## config.mk

```make
export PLATFORM = sky130hd
export DESIGN_NAME = agc_core
export DESIGN_NICKNAME = d
export VERILOG_FILES = /design/src/inc/agc_pkg.sv /design/src/rtl/agc_step_timer.sv /design/src/rtl/agc_env_det.sv /design/src/rtl/agc_core.sv
export VERILOG_INCLUDE_DIRS = /design/src /design/src/inc
export SDC_FILE = /design/constraint.sdc
export NUM_CORES = 1
export LEC_CHECK = 0
export BUFFER_PORTS_ARGS = -buffer_cell sky130_fd_sc_hd__buf_2
export CAP_MARGIN = 20
export CORE_ASPECT_RATIO = 1.2
export CORE_UTILIZATION = 56
export DETAILED_ROUTE_END_ITERATION = 16
export GPL_TIMING_DRIVEN = 0
export PLACE_DENSITY = 0.78
export SYNTH_ARGS = -nofsm -noshare
export SYNTH_HDL_FRONTEND = slang
export SYNTH_SLANG_ARGS = --single-unit
```

## constraint.sdc

```tcl
create_clock -name clk -period 11.6 [get_ports clk]
set_input_delay 1.16 -clock clk [delete_from_list [all_inputs] [get_ports clk]]
set_output_delay 1.16 -clock clk [all_outputs]
set_load 0.02 [all_outputs]
```

## src/inc/agc_consts.svh

```systemverilog
// Constants, register map and timing figures for the gain control block
`ifndef AGC_CONSTS_SVH
`define AGC_CONSTS_SVH
`define AGC_CLK_NS 8
`define AGC_TICK_NS 1000
`define AGC_ADDR_W 8
`define AGC_OFF_CTRL 8'h00
`define AGC_OFF_FIXED 8'h04
`define AGC_OFF_MAXG 8'h08
`define AGC_OFF_LIMIT 8'h0c
`define AGC_OFF_GATE 8'h10
`define AGC_OFF_RATIO 8'h14
`define AGC_OFF_ATTACK 8'h18
`define AGC_OFF_RELEASE 8'h1c
`define AGC_OFF_HOLD 8'h20
`define AGC_OFF_STATUS 8'h24
`define AGC_CTRL_RST 5'h10
`define AGC_FIXED_RST 6'h06
`define AGC_GAIN_RST 8'h0c
`define AGC_MAXG_RST 6'h1e
`define AGC_LIMIT_RST 8'ha0
`define AGC_GATE_RST 8'h10
`define AGC_RATIO_RST 2'h1
`define AGC_ATTACK_RST 16'h0010
`define AGC_RELEASE_RST 16'h0400
`define AGC_HOLD_RST 16'h0800
`define AGC_FIXED_LO_COMP 8'she4
`define AGC_FIXED_LO_LIN 8'sh00
`define AGC_FIXED_HI 8'sh1e
`define AGC_GAIN_MIN 11'sh7c8
`define AGC_ROT_LEVEL 11'sh096
`define AGC_DEADBAND 11'sh001
`define AGC_STEP 8'sh01
`define AGC_DECAY_SH 4'h8
`define AGC_LOG_BIT 8'h0c
`define AGC_LOG_FRAC 8'h03
`endif

```

## src/inc/agc_pkg.sv

```systemverilog
// Types shared by the gain control block
`default_nettype none
package agc_pkg;
    // Level and gain arithmetic in half-dB units
    typedef logic signed [10:0] agc_lvl_t;
    // Working mode of the gain steering
    typedef enum logic [1:0] {AGC_SHUTDOWN, AGC_FIXED, AGC_TRACK} agc_state_e;
    // Programmed settings as one bundle
    typedef struct packed {
        logic agc_en;
        logic comp_en;
        logic lim_en;
        logic hold_en;
        logic shdn;
        logic signed [5:0] fixed;
        logic signed [5:0] maxg;
        logic [7:0] limit;
        logic [7:0] gate;
        logic [1:0] ratio;
        logic [15:0] attack;
        logic [15:0] release_t;
        logic [15:0] hold;
    } agc_cfg_s;
endpackage
`default_nettype wire

```

## src/rtl/agc_step_timer.sv

```systemverilog
// Elapsed time since the last gain step, shared by all three intervals
`timescale 1ns/100ps
`default_nettype none
`include "agc_consts.svh"
module agc_step_timer #(
    parameter int TICK_CYCLES = `AGC_TICK_NS / `AGC_CLK_NS,
    parameter int EL_W = 17
) (
    input wire logic clk,
    input wire logic reset,
    input wire logic restart,
    input wire logic expire,
    output logic [EL_W-1:0] elapsed
);
    localparam int PS_W = $clog2(TICK_CYCLES + 1);
    logic [PS_W-1:0] pre_reg; // Divider to one time unit
    logic [EL_W-1:0] elapsed_reg; // Saturating unit count
    logic tick; // One time unit passed

    assign tick = (pre_reg == PS_W'(TICK_CYCLES - 1));
    assign elapsed = elapsed_reg;

    // Prescaler, realigned on every step
    always_ff @(posedge clk) begin
        if (reset || restart || tick) begin
            pre_reg <= '0;
        end else begin
            pre_reg <= pre_reg + 1'b1;
        end
    end

    // Count units; starts expired so a first step is not delayed
    always_ff @(posedge clk) begin
        if (reset || expire) begin
            elapsed_reg <= '1;
        end else if (restart) begin
            elapsed_reg <= '0;
        end else if (tick && (elapsed_reg != '1)) begin
            elapsed_reg <= elapsed_reg + 1'b1;
        end
    end
endmodule
`default_nettype wire

```

## src/rtl/agc_env_det.sv

```systemverilog
// Input envelope detector with a coarse log level in half-dB units
`timescale 1ns/100ps
`default_nettype none
`include "agc_consts.svh"
module agc_env_det #(
    parameter int SMP_W = 16
) (
    input wire logic clk,
    input wire logic reset,
    input wire logic smp_valid,
    input wire logic signed [SMP_W-1:0] smp_data,
    output logic [7:0] level
);
    logic [SMP_W-1:0] mag; // Sample magnitude
    logic [SMP_W-1:0] env_reg; // Peak envelope
    logic [SMP_W-1:0] norm; // Envelope with top bit at msb
    logic [7:0] level_reg;
    logic [7:0] level_next;
    int pos; // Position of leading one

    assign mag = smp_data[SMP_W-1] ? SMP_W'(-smp_data) : SMP_W'(smp_data);
    assign level = level_reg;

    // Fast rise to peaks, slow exponential decay
    always_ff @(posedge clk) begin
        if (reset) begin
            env_reg <= '0;
        end else if (smp_valid) begin
            if (mag > env_reg) begin
                env_reg <= mag;
            end else begin
                env_reg <= env_reg - (env_reg >> `AGC_DECAY_SH);
            end
        end
    end

    // Log: 6 dB per bit, two mantissa bits refine it
    always_comb begin
        pos = 0;
        for (int i = 0; i < SMP_W; i++) begin
            if (env_reg[i]) begin
                pos = i;
            end
        end
        norm = env_reg << (SMP_W - 1 - pos);
        if (env_reg == '0) begin
            level_next = '0;
        end else begin
            level_next = 8'((pos + 1) * `AGC_LOG_BIT + norm[SMP_W-2 -: 2] * `AGC_LOG_FRAC);
        end
    end

    // Registered level
    always_ff @(posedge clk) begin
        if (reset) begin
            level_reg <= '0;
        end else begin
            level_reg <= level_next;
        end
    end
endmodule
`default_nettype wire

```

## src/rtl/agc_core.sv

```systemverilog
// Gain control core: register port, gain steering and step timing
`timescale 1ns/100ps
`default_nettype none
`include "agc_consts.svh"
module agc_core #(
    parameter int SMP_W = 16,
    parameter int TICK_CYCLES = `AGC_TICK_NS / `AGC_CLK_NS
) (
    input wire logic clk,
    input wire logic reset,
    input wire logic [`AGC_ADDR_W-1:0] reg_addr,
    input wire logic [31:0] reg_wdata,
    input wire logic reg_wr,
    input wire logic reg_rd,
    output logic [31:0] reg_rdata,
    input wire logic smp_valid,
    input wire logic signed [SMP_W-1:0] smp_data,
    output logic signed [7:0] gain_half,
    output logic gain_up,
    output logic gain_dn,
    output logic agc_active
);
    localparam int EL_W = 17;

    // Setting registers
    logic [4:0] ctrl_reg; // Enables and shutdown
    logic signed [5:0] fixed_reg; // Fixed gain, dB
    logic signed [5:0] maxg_reg; // Maximum gain, dB
    logic [7:0] limit_reg; // Limiter output level
    logic [7:0] gate_reg; // Noise gate level
    logic [1:0] ratio_reg; // Log2 of compression ratio
    logic [15:0] attack_reg;
    logic [15:0] release_reg;
    logic [15:0] hold_reg;
    agc_pkg::agc_cfg_s cfg; // Bundled view of settings

    // Steering state
    agc_pkg::agc_state_e state_reg;
    agc_pkg::agc_state_e state_next;
    logic signed [7:0] gain_reg; // Working gain, half-dB
    logic gain_up_reg;
    logic gain_dn_reg;
    logic active_reg;
    logic after_dec_reg; // Last step was a decrement
    logic [31:0] rdata_reg;

    // Decision signals
    logic [7:0] level; // Envelope level, half-dB
    logic [EL_W-1:0] elapsed; // Units since last step
    logic signed [7:0] wr_gain;
    logic signed [7:0] fixed_lo;
    logic signed [7:0] fixed_clip;
    logic signed [7:0] maxg_clip;
    logic signed [5:0] fixed_eff;
    agc_pkg::agc_lvl_t lvl, fixed_h, max_h, gain_x;
    agc_pkg::agc_lvl_t dl, comp_t, lim_t, target;
    logic [15:0] up_iv; // Interval gating next increment
    logic tracking, gated, over_lim;
    logic dec_want, inc_want, step_dn, step_up;

    assign cfg = '{agc_en: ctrl_reg[0], comp_en: ctrl_reg[1], lim_en: ctrl_reg[2],
                   hold_en: ctrl_reg[3], shdn: ctrl_reg[4], fixed: fixed_reg,
                   maxg: maxg_reg, limit: limit_reg, gate: gate_reg, ratio: ratio_reg,
                   attack: attack_reg, release_t: release_reg, hold: hold_reg};

    // Outputs straight from flip-flops
    assign reg_rdata = rdata_reg;
    assign gain_half = gain_reg;
    assign gain_up = gain_up_reg;
    assign gain_dn = gain_dn_reg;
    assign agc_active = active_reg;

    // Envelope of the audio input feeds every decision
    agc_env_det #(.SMP_W(SMP_W)) u_env (
        .clk(clk),
        .reset(reset),
        .smp_valid(smp_valid),
        .smp_data(smp_data),
        .level(level)
    );

    // One elapsed count serves attack, release and hold
    agc_step_timer #(.TICK_CYCLES(TICK_CYCLES), .EL_W(EL_W)) u_timer (
        .clk(clk),
        .reset(reset),
        .restart(step_dn || step_up),
        .expire(!tracking),
        .elapsed(elapsed)
    );

    // Clamp written gains; the fixed gain span follows the mode, the maximum gain span does not
    assign wr_gain = reg_wdata[7:0];
    assign fixed_lo = cfg.comp_en ? `AGC_FIXED_LO_COMP : `AGC_FIXED_LO_LIN;
    always_comb begin
        if (wr_gain < fixed_lo) begin
            fixed_clip = fixed_lo;
        end else if (wr_gain > `AGC_FIXED_HI) begin
            fixed_clip = `AGC_FIXED_HI;
        end else begin
            fixed_clip = wr_gain;
        end
        if (wr_gain < `AGC_FIXED_LO_COMP) begin
            maxg_clip = `AGC_FIXED_LO_COMP;
        end else if (wr_gain > `AGC_FIXED_HI) begin
            maxg_clip = `AGC_FIXED_HI;
        end else begin
            maxg_clip = wr_gain;
        end
    end

    // Control register
    always_ff @(posedge clk) begin
        if (reset) begin
            ctrl_reg <= `AGC_CTRL_RST;
        end else if (reg_wr && (reg_addr == `AGC_OFF_CTRL)) begin
            ctrl_reg <= reg_wdata[4:0];
        end
    end

    // Gain settings, stored already clamped
    always_ff @(posedge clk) begin
        if (reset) begin
            fixed_reg <= `AGC_FIXED_RST;
            maxg_reg <= `AGC_MAXG_RST;
        end else if (reg_wr && (reg_addr == `AGC_OFF_FIXED)) begin
            fixed_reg <= fixed_clip[5:0];
        end else if (reg_wr && (reg_addr == `AGC_OFF_MAXG)) begin
            maxg_reg <= maxg_clip[5:0];
        end
    end

    // Level settings
    always_ff @(posedge clk) begin
        if (reset) begin
            limit_reg <= `AGC_LIMIT_RST;
            gate_reg <= `AGC_GATE_RST;
            ratio_reg <= `AGC_RATIO_RST;
        end else if (reg_wr) begin
            if (reg_addr == `AGC_OFF_LIMIT) begin
                limit_reg <= reg_wdata[7:0];
            end
            if (reg_addr == `AGC_OFF_GATE) begin
                gate_reg <= reg_wdata[7:0];
            end
            if (reg_addr == `AGC_OFF_RATIO) begin
                ratio_reg <= reg_wdata[1:0];
            end
        end
    end

    // Interval settings in time units
    always_ff @(posedge clk) begin
        if (reset) begin
            attack_reg <= `AGC_ATTACK_RST;
            release_reg <= `AGC_RELEASE_RST;
            hold_reg <= `AGC_HOLD_RST;
        end else if (reg_wr) begin
            if (reg_addr == `AGC_OFF_ATTACK) begin
                attack_reg <= reg_wdata[15:0];
            end
            if (reg_addr == `AGC_OFF_RELEASE) begin
                release_reg <= reg_wdata[15:0];
            end
            if (reg_addr == `AGC_OFF_HOLD) begin
                hold_reg <= reg_wdata[15:0];
            end
        end
    end

    // Read data stand one cycle, zero otherwise
    always_ff @(posedge clk) begin
        if (reset || !reg_rd) begin
            rdata_reg <= '0;
        end else begin
            case (reg_addr)
                `AGC_OFF_CTRL: rdata_reg <= {27'h0, ctrl_reg};
                `AGC_OFF_FIXED: rdata_reg <= {{26{fixed_reg[5]}}, fixed_reg};
                `AGC_OFF_MAXG: rdata_reg <= {{26{maxg_reg[5]}}, maxg_reg};
                `AGC_OFF_LIMIT: rdata_reg <= {24'h0, limit_reg};
                `AGC_OFF_GATE: rdata_reg <= {24'h0, gate_reg};
                `AGC_OFF_RATIO: rdata_reg <= {30'h0, ratio_reg};
                `AGC_OFF_ATTACK: rdata_reg <= {16'h0, attack_reg};
                `AGC_OFF_RELEASE: rdata_reg <= {16'h0, release_reg};
                `AGC_OFF_HOLD: rdata_reg <= {16'h0, hold_reg};
                `AGC_OFF_STATUS: rdata_reg <= {13'h0, tracking, over_lim, gated,
                                               level, gain_reg};
                default: rdata_reg <= '0;
            endcase
        end
    end

    // Without compression a negative fixed gain acts as 0 dB
    assign fixed_eff = (!cfg.comp_en && cfg.fixed[5]) ? 6'h00 : cfg.fixed;
    assign fixed_h = agc_pkg::agc_lvl_t'({{4{fixed_eff[5]}}, fixed_eff, 1'b0});
    assign max_h = agc_pkg::agc_lvl_t'({{4{cfg.maxg[5]}}, cfg.maxg, 1'b0});
    assign gain_x = agc_pkg::agc_lvl_t'({{3{gain_reg[7]}}, gain_reg});
    assign lvl = agc_pkg::agc_lvl_t'({3'h0, level});

    // Target gain from compression curve and limiter
    always_comb begin
        dl = `AGC_ROT_LEVEL - lvl;
        // Gain moves by (1 - 1/N) of the input change
        if (cfg.comp_en) begin
            comp_t = fixed_h + (dl - (dl >>> cfg.ratio));
        end else begin
            comp_t = fixed_h;
        end
        if (comp_t > max_h) begin
            comp_t = max_h;
        end
        lim_t = agc_pkg::agc_lvl_t'({3'h0, cfg.limit}) - lvl;
        if (cfg.lim_en && (lim_t < comp_t)) begin
            target = lim_t;
        end else begin
            target = comp_t;
        end
    end

    // Hold replaces release only right after a decrement
    always_comb begin
        if (after_dec_reg && cfg.hold_en && (cfg.hold > cfg.release_t)) begin
            up_iv = cfg.hold;
        end else begin
            up_iv = cfg.release_t;
        end
    end

    // Step decisions; a dead band keeps steady input quiet
    assign tracking = (state_reg == agc_pkg::AGC_TRACK) && cfg.agc_en && !cfg.shdn;
    assign gated = (level < cfg.gate);
    assign over_lim = cfg.lim_en && ((lvl + gain_x) > agc_pkg::agc_lvl_t'({3'h0, cfg.limit}));
    assign dec_want = (gain_x > (target + `AGC_DEADBAND)) && (gain_x > `AGC_GAIN_MIN);
    assign inc_want = (gain_x < (target - `AGC_DEADBAND)) && (gain_x < max_h);
    assign step_dn = tracking && !gated && dec_want
                     && (elapsed >= {1'b0, cfg.attack});
    assign step_up = tracking && !gated && !step_dn && inc_want
                     && (elapsed >= {1'b0, up_iv});

    // Mode sequencing around shutdown and enable
    always_comb begin
        case (state_reg)
            agc_pkg::AGC_SHUTDOWN: begin
                state_next = cfg.shdn ? agc_pkg::AGC_SHUTDOWN : agc_pkg::AGC_FIXED;
            end
            agc_pkg::AGC_FIXED: begin
                if (cfg.shdn) begin
                    state_next = agc_pkg::AGC_SHUTDOWN;
                end else if (cfg.agc_en) begin
                    state_next = agc_pkg::AGC_TRACK;
                end else begin
                    state_next = agc_pkg::AGC_FIXED;
                end
            end
            agc_pkg::AGC_TRACK: begin
                if (cfg.shdn) begin
                    state_next = agc_pkg::AGC_SHUTDOWN;
                end else if (!cfg.agc_en) begin
                    state_next = agc_pkg::AGC_FIXED;
                end else begin
                    state_next = agc_pkg::AGC_TRACK;
                end
            end
            default: state_next = agc_pkg::AGC_SHUTDOWN;
        endcase
    end

    // State and active flag
    always_ff @(posedge clk) begin
        if (reset) begin
            state_reg <= agc_pkg::AGC_SHUTDOWN;
            active_reg <= 1'b0;
        end else begin
            state_reg <= state_next;
            active_reg <= (state_next == agc_pkg::AGC_TRACK);
        end
    end

    // Working gain: fixed when idle, half-dB steps when tracking
    always_ff @(posedge clk) begin
        if (reset) begin
            gain_reg <= `AGC_GAIN_RST;
        end else if (!tracking) begin
            gain_reg <= fixed_h[7:0];
        end else if (step_dn) begin
            gain_reg <= gain_reg - `AGC_STEP;
        end else if (step_up) begin
            gain_reg <= gain_reg + `AGC_STEP;
        end
    end

    // Step pulses and memory of the last direction
    always_ff @(posedge clk) begin
        if (reset) begin
            gain_up_reg <= 1'b0;
            gain_dn_reg <= 1'b0;
            after_dec_reg <= 1'b0;
        end else begin
            gain_up_reg <= step_up;
            gain_dn_reg <= step_dn;
            if (!tracking || step_up) begin
                after_dec_reg <= 1'b0;
            end else if (step_dn) begin
                after_dec_reg <= 1'b1;
            end
        end
    end
endmodule
`default_nettype wire

```

==> flow_summary.toml <==
[status]
status = "complete, no violations"

[finish]
layout.nets = 2191
area_delta_synth_final_pct = 13.5
stdcell_count = 2266
multiInputGateArea_um2 = 10400
drive_gt1_share_pct = 12.8
largest_reg_flops = 20
ff_latch_area_um2 = 3320
antenna_cells = 0
fin_area_um2 = 16200
fillers = 2185

[synthesis]
synth.top_cell.area_share_pct = 23.1
synth.largest_area_cell = "dfxtp_1"
synth_area_per_cell_um2 = 7.93
yosys.cell_count.top_type = "nand2_1"
synthTopCellsByArea = "dfxtp_1 (23%), ha_1 (16%), nand2_1 (5.6%)"
ys_warn_count = 0
synth_area_um2 = 14300
synth_common_cells = "nand2_1 (212), ha_1 (188), dfxtp_1 (165)"
ys_async_sr_fraction_pct = 0
synthFlopType = "dfxtp_1"
synth_nets = 2066
netlist-cell-type-count = 88
synth-edff-count = 0
postSynthCellCount = 1803
yosysSeqAreaShare_pct = 23.1
ys_ff_latch = 165

[pwr]
vdd_drop_max_mv = 0.107
power_leakage_nw = 6.55
seq_power_share_pct = 24.0
p_switching_mw = 1.17
pwr-share-comb_pct = 55.3
pwr_density_cell_nw_per_um2 = 167
p_clk_share_pct = 20.7
p_int_mw = 1.53
sw_frac_of_total_pct = 43.4

[placed_design]
post-place-ws_ns = -1.37
gp_congestion = 0.980
io_buffers = 80
dp.cells = 2208
dpl_cell_area_um2 = 15100
dp_hpwl_um = 35100

[clock_network]
clock-sinks = 165
cts_tree = "built"
root_buffer = "clkbuf_16"
htreeDepth = 4
clk_latency_ns = 0.45
cts.clk_slew.worst_paths_ns = 0.08
clk_path_buf_depth = 2
cts_inserted_buffers = 17
postCtsHoldBufs = 0

[critical_path]
cp-start-kind = "flip-flop"
endpoint_kind = "flip-flop"
r2r_start = "u_env.level[0]$_SDFF_PP0_"
critPathMaxStageDelay_ns = 0.52
reg2reg_depth = 59
crit_path_frequent_cell = "o21a_1"
criticalPathCategory = "flip-flop to flip-flop"
cpMaxStageDelayCell = "fa_1"
timing.rr.end = "gain_half[7]$_SDFFE_PP0P_"
worst-path-max-fanout = 10
critPathRequiredTime_ns = 11.98
arrival_ns = 11.58
crit_start = "u_env.level[0]$_SDFF_PP0_"
reg2reg_setup_slack_ns = 0.39

[detailed_routing]
vias_per_cell = 6.33
vias = 14300
first_pass_iters = 8
wirelength_um = 45600
ant_nets = 0
drc = 0
drt_iter0_markers = 1467
wl_per_cell_um = 20.1

[global_routing]
grt_use_total_pct = 34.3
antenna_found_initial = 0
grt_max_degree = 17
grt_pass1_vias = 13500
grt_pass1_wl_um = 69800
gr-total-overflow = 0

[sta]
timing.final.ws_setup_ns = 0.393
final_hold_viol_count = 0
finalSetupTns_ns = 0
tightest_slew_ns = 1.02
max_freq_ghz = 0.0892
setup_viol = 0
drv_slew = 0
fin_crit_sh_pct = 96.6
min_period_ns = 11.21
clock_skew_ns = 0.0202
max_slew_margin_pct = 32.0

[floorplan]
ios = 104
die_area_um2 = 26200
coreArea_um2 = 24900
rows = 63
die_w_um = 148
dieHeight_um = 177
start_util_pct = 57.4

[min_path]
min-delay-path-class = "flip-flop to flip-flop"
hold_end = "gate_reg[5]$_SDFFE_PP0P_"
whs_path_depth = 2
min_from = "gate_reg[5]$_SDFFE_PP0P_"

[run]
max_cap_viol_count = 0
==> stage by stage <==
stage               total power [mW]  hold WS [ns]  utilization, %
finish                          2.70         0.478            65.2
global route                    2.90         0.505            65.2
CTS                             2.55         0.477            63.7
detailed placement              1.96         0.467            60.7
global placement                1.91         0.464            60.7
floorplan                       1.65         0.449               -
==> power by group through the flow <==
stage          Combinational [mW]  Sequential (mW)  Clock, mW
2_1_floorplan                1.03            0.626          0
3_3_place_gp                 1.25            0.656          0
3_5_place_dp                 1.30            0.656          0
4_1_cts                      1.34            0.648      0.559
5_1_grt                      1.67            0.646      0.584
6_report                     1.50            0.649      0.560
==> timing repair <==
| item | 4_1_cts | 5_1_grt |
|---|---|---|
| endpoints found under the setup margin | 20 | 4 |
| gates resized for setup | 34 | 46 |
| endpoints found under the hold margin | 0 | 0 |
| setup buffers | 8 | 17 |
| pin swaps | 3 | 14 |
==> how the worst max path moves through the flow <==
stage,slack [ns],to,cells after the start
2_1_floorplan,0.66,gain_half[7]$_SDFFE_PP0P_,57
3_3_place_gp,-1.12,gain_half[7]$_SDFFE_PP0P_,54
3_5_place_dp,-1.37,gain_half[7]$_SDFFE_PP0P_,54
4_1_cts,0.001,gain_half[7]$_SDFFE_PP0P_,59
5_1_grt,-0.14,gain_half[7]$_SDFFE_PP0P_,58
6_report,0.39,gain_half[7]$_SDFFE_PP0P_,59
==> placed cells by master, fill, tap and decap left out, types with 55 or more instances in the layout <==
cell type and n:
nand2_1 212, clkbuf_1 68, o21ai_0 72, dfxtp_1 159
buf_2 82, nor2_1 101, inv_1 146, nand3_1 55
a21oi_1 136, ha_1 183
==> critical path, delay by kind of cell (launching register included) <==
kind	cells	cell delay [ns]
flops	1	0.41
simple gates	14	2.56
buf+inv	8	0.84
mux	2	0.31
compound gates	27	4.40
fa+ha+maj	8	2.62
==> cell type report <==
class,count,share of cell area (%)
multi-input combinational,1401,63.8
sequential,165,20.4
timing repair buffer,106,3.75
inverter,148,3.44
clock buffer,20,2.81
buffer,89,2.60
tap,325,2.50
clock inverter,12,0.678
==> cells by family after synthesis <==
family / Yosys count / share of synthesized area [%]
AOI/OAI and AO/OA: 473 / 22.1
buffers and inverters: 237 / 6.66
DFF: 165 / 23.1
and+or+nand+nor: 575 / 19.5
adders and majority gates: 202 / 18.4
muxes: 68 / 5.17
xor gates and xnor gates: 83 / 5.08
==> routing by layer <==
metal / up-vias / GRT usage [%] / share of wire (%)
met2: 746 / 58.4 / 47
met3: 182 / 6.06 / 8.4
met1: 6697 / 40.4 / 38
met5: - / 0 / 0
met4: 0 / 19.6 / 5.7
li1: 6710 / - / -
Note: power is estimated with default switching activity, not from simulation.
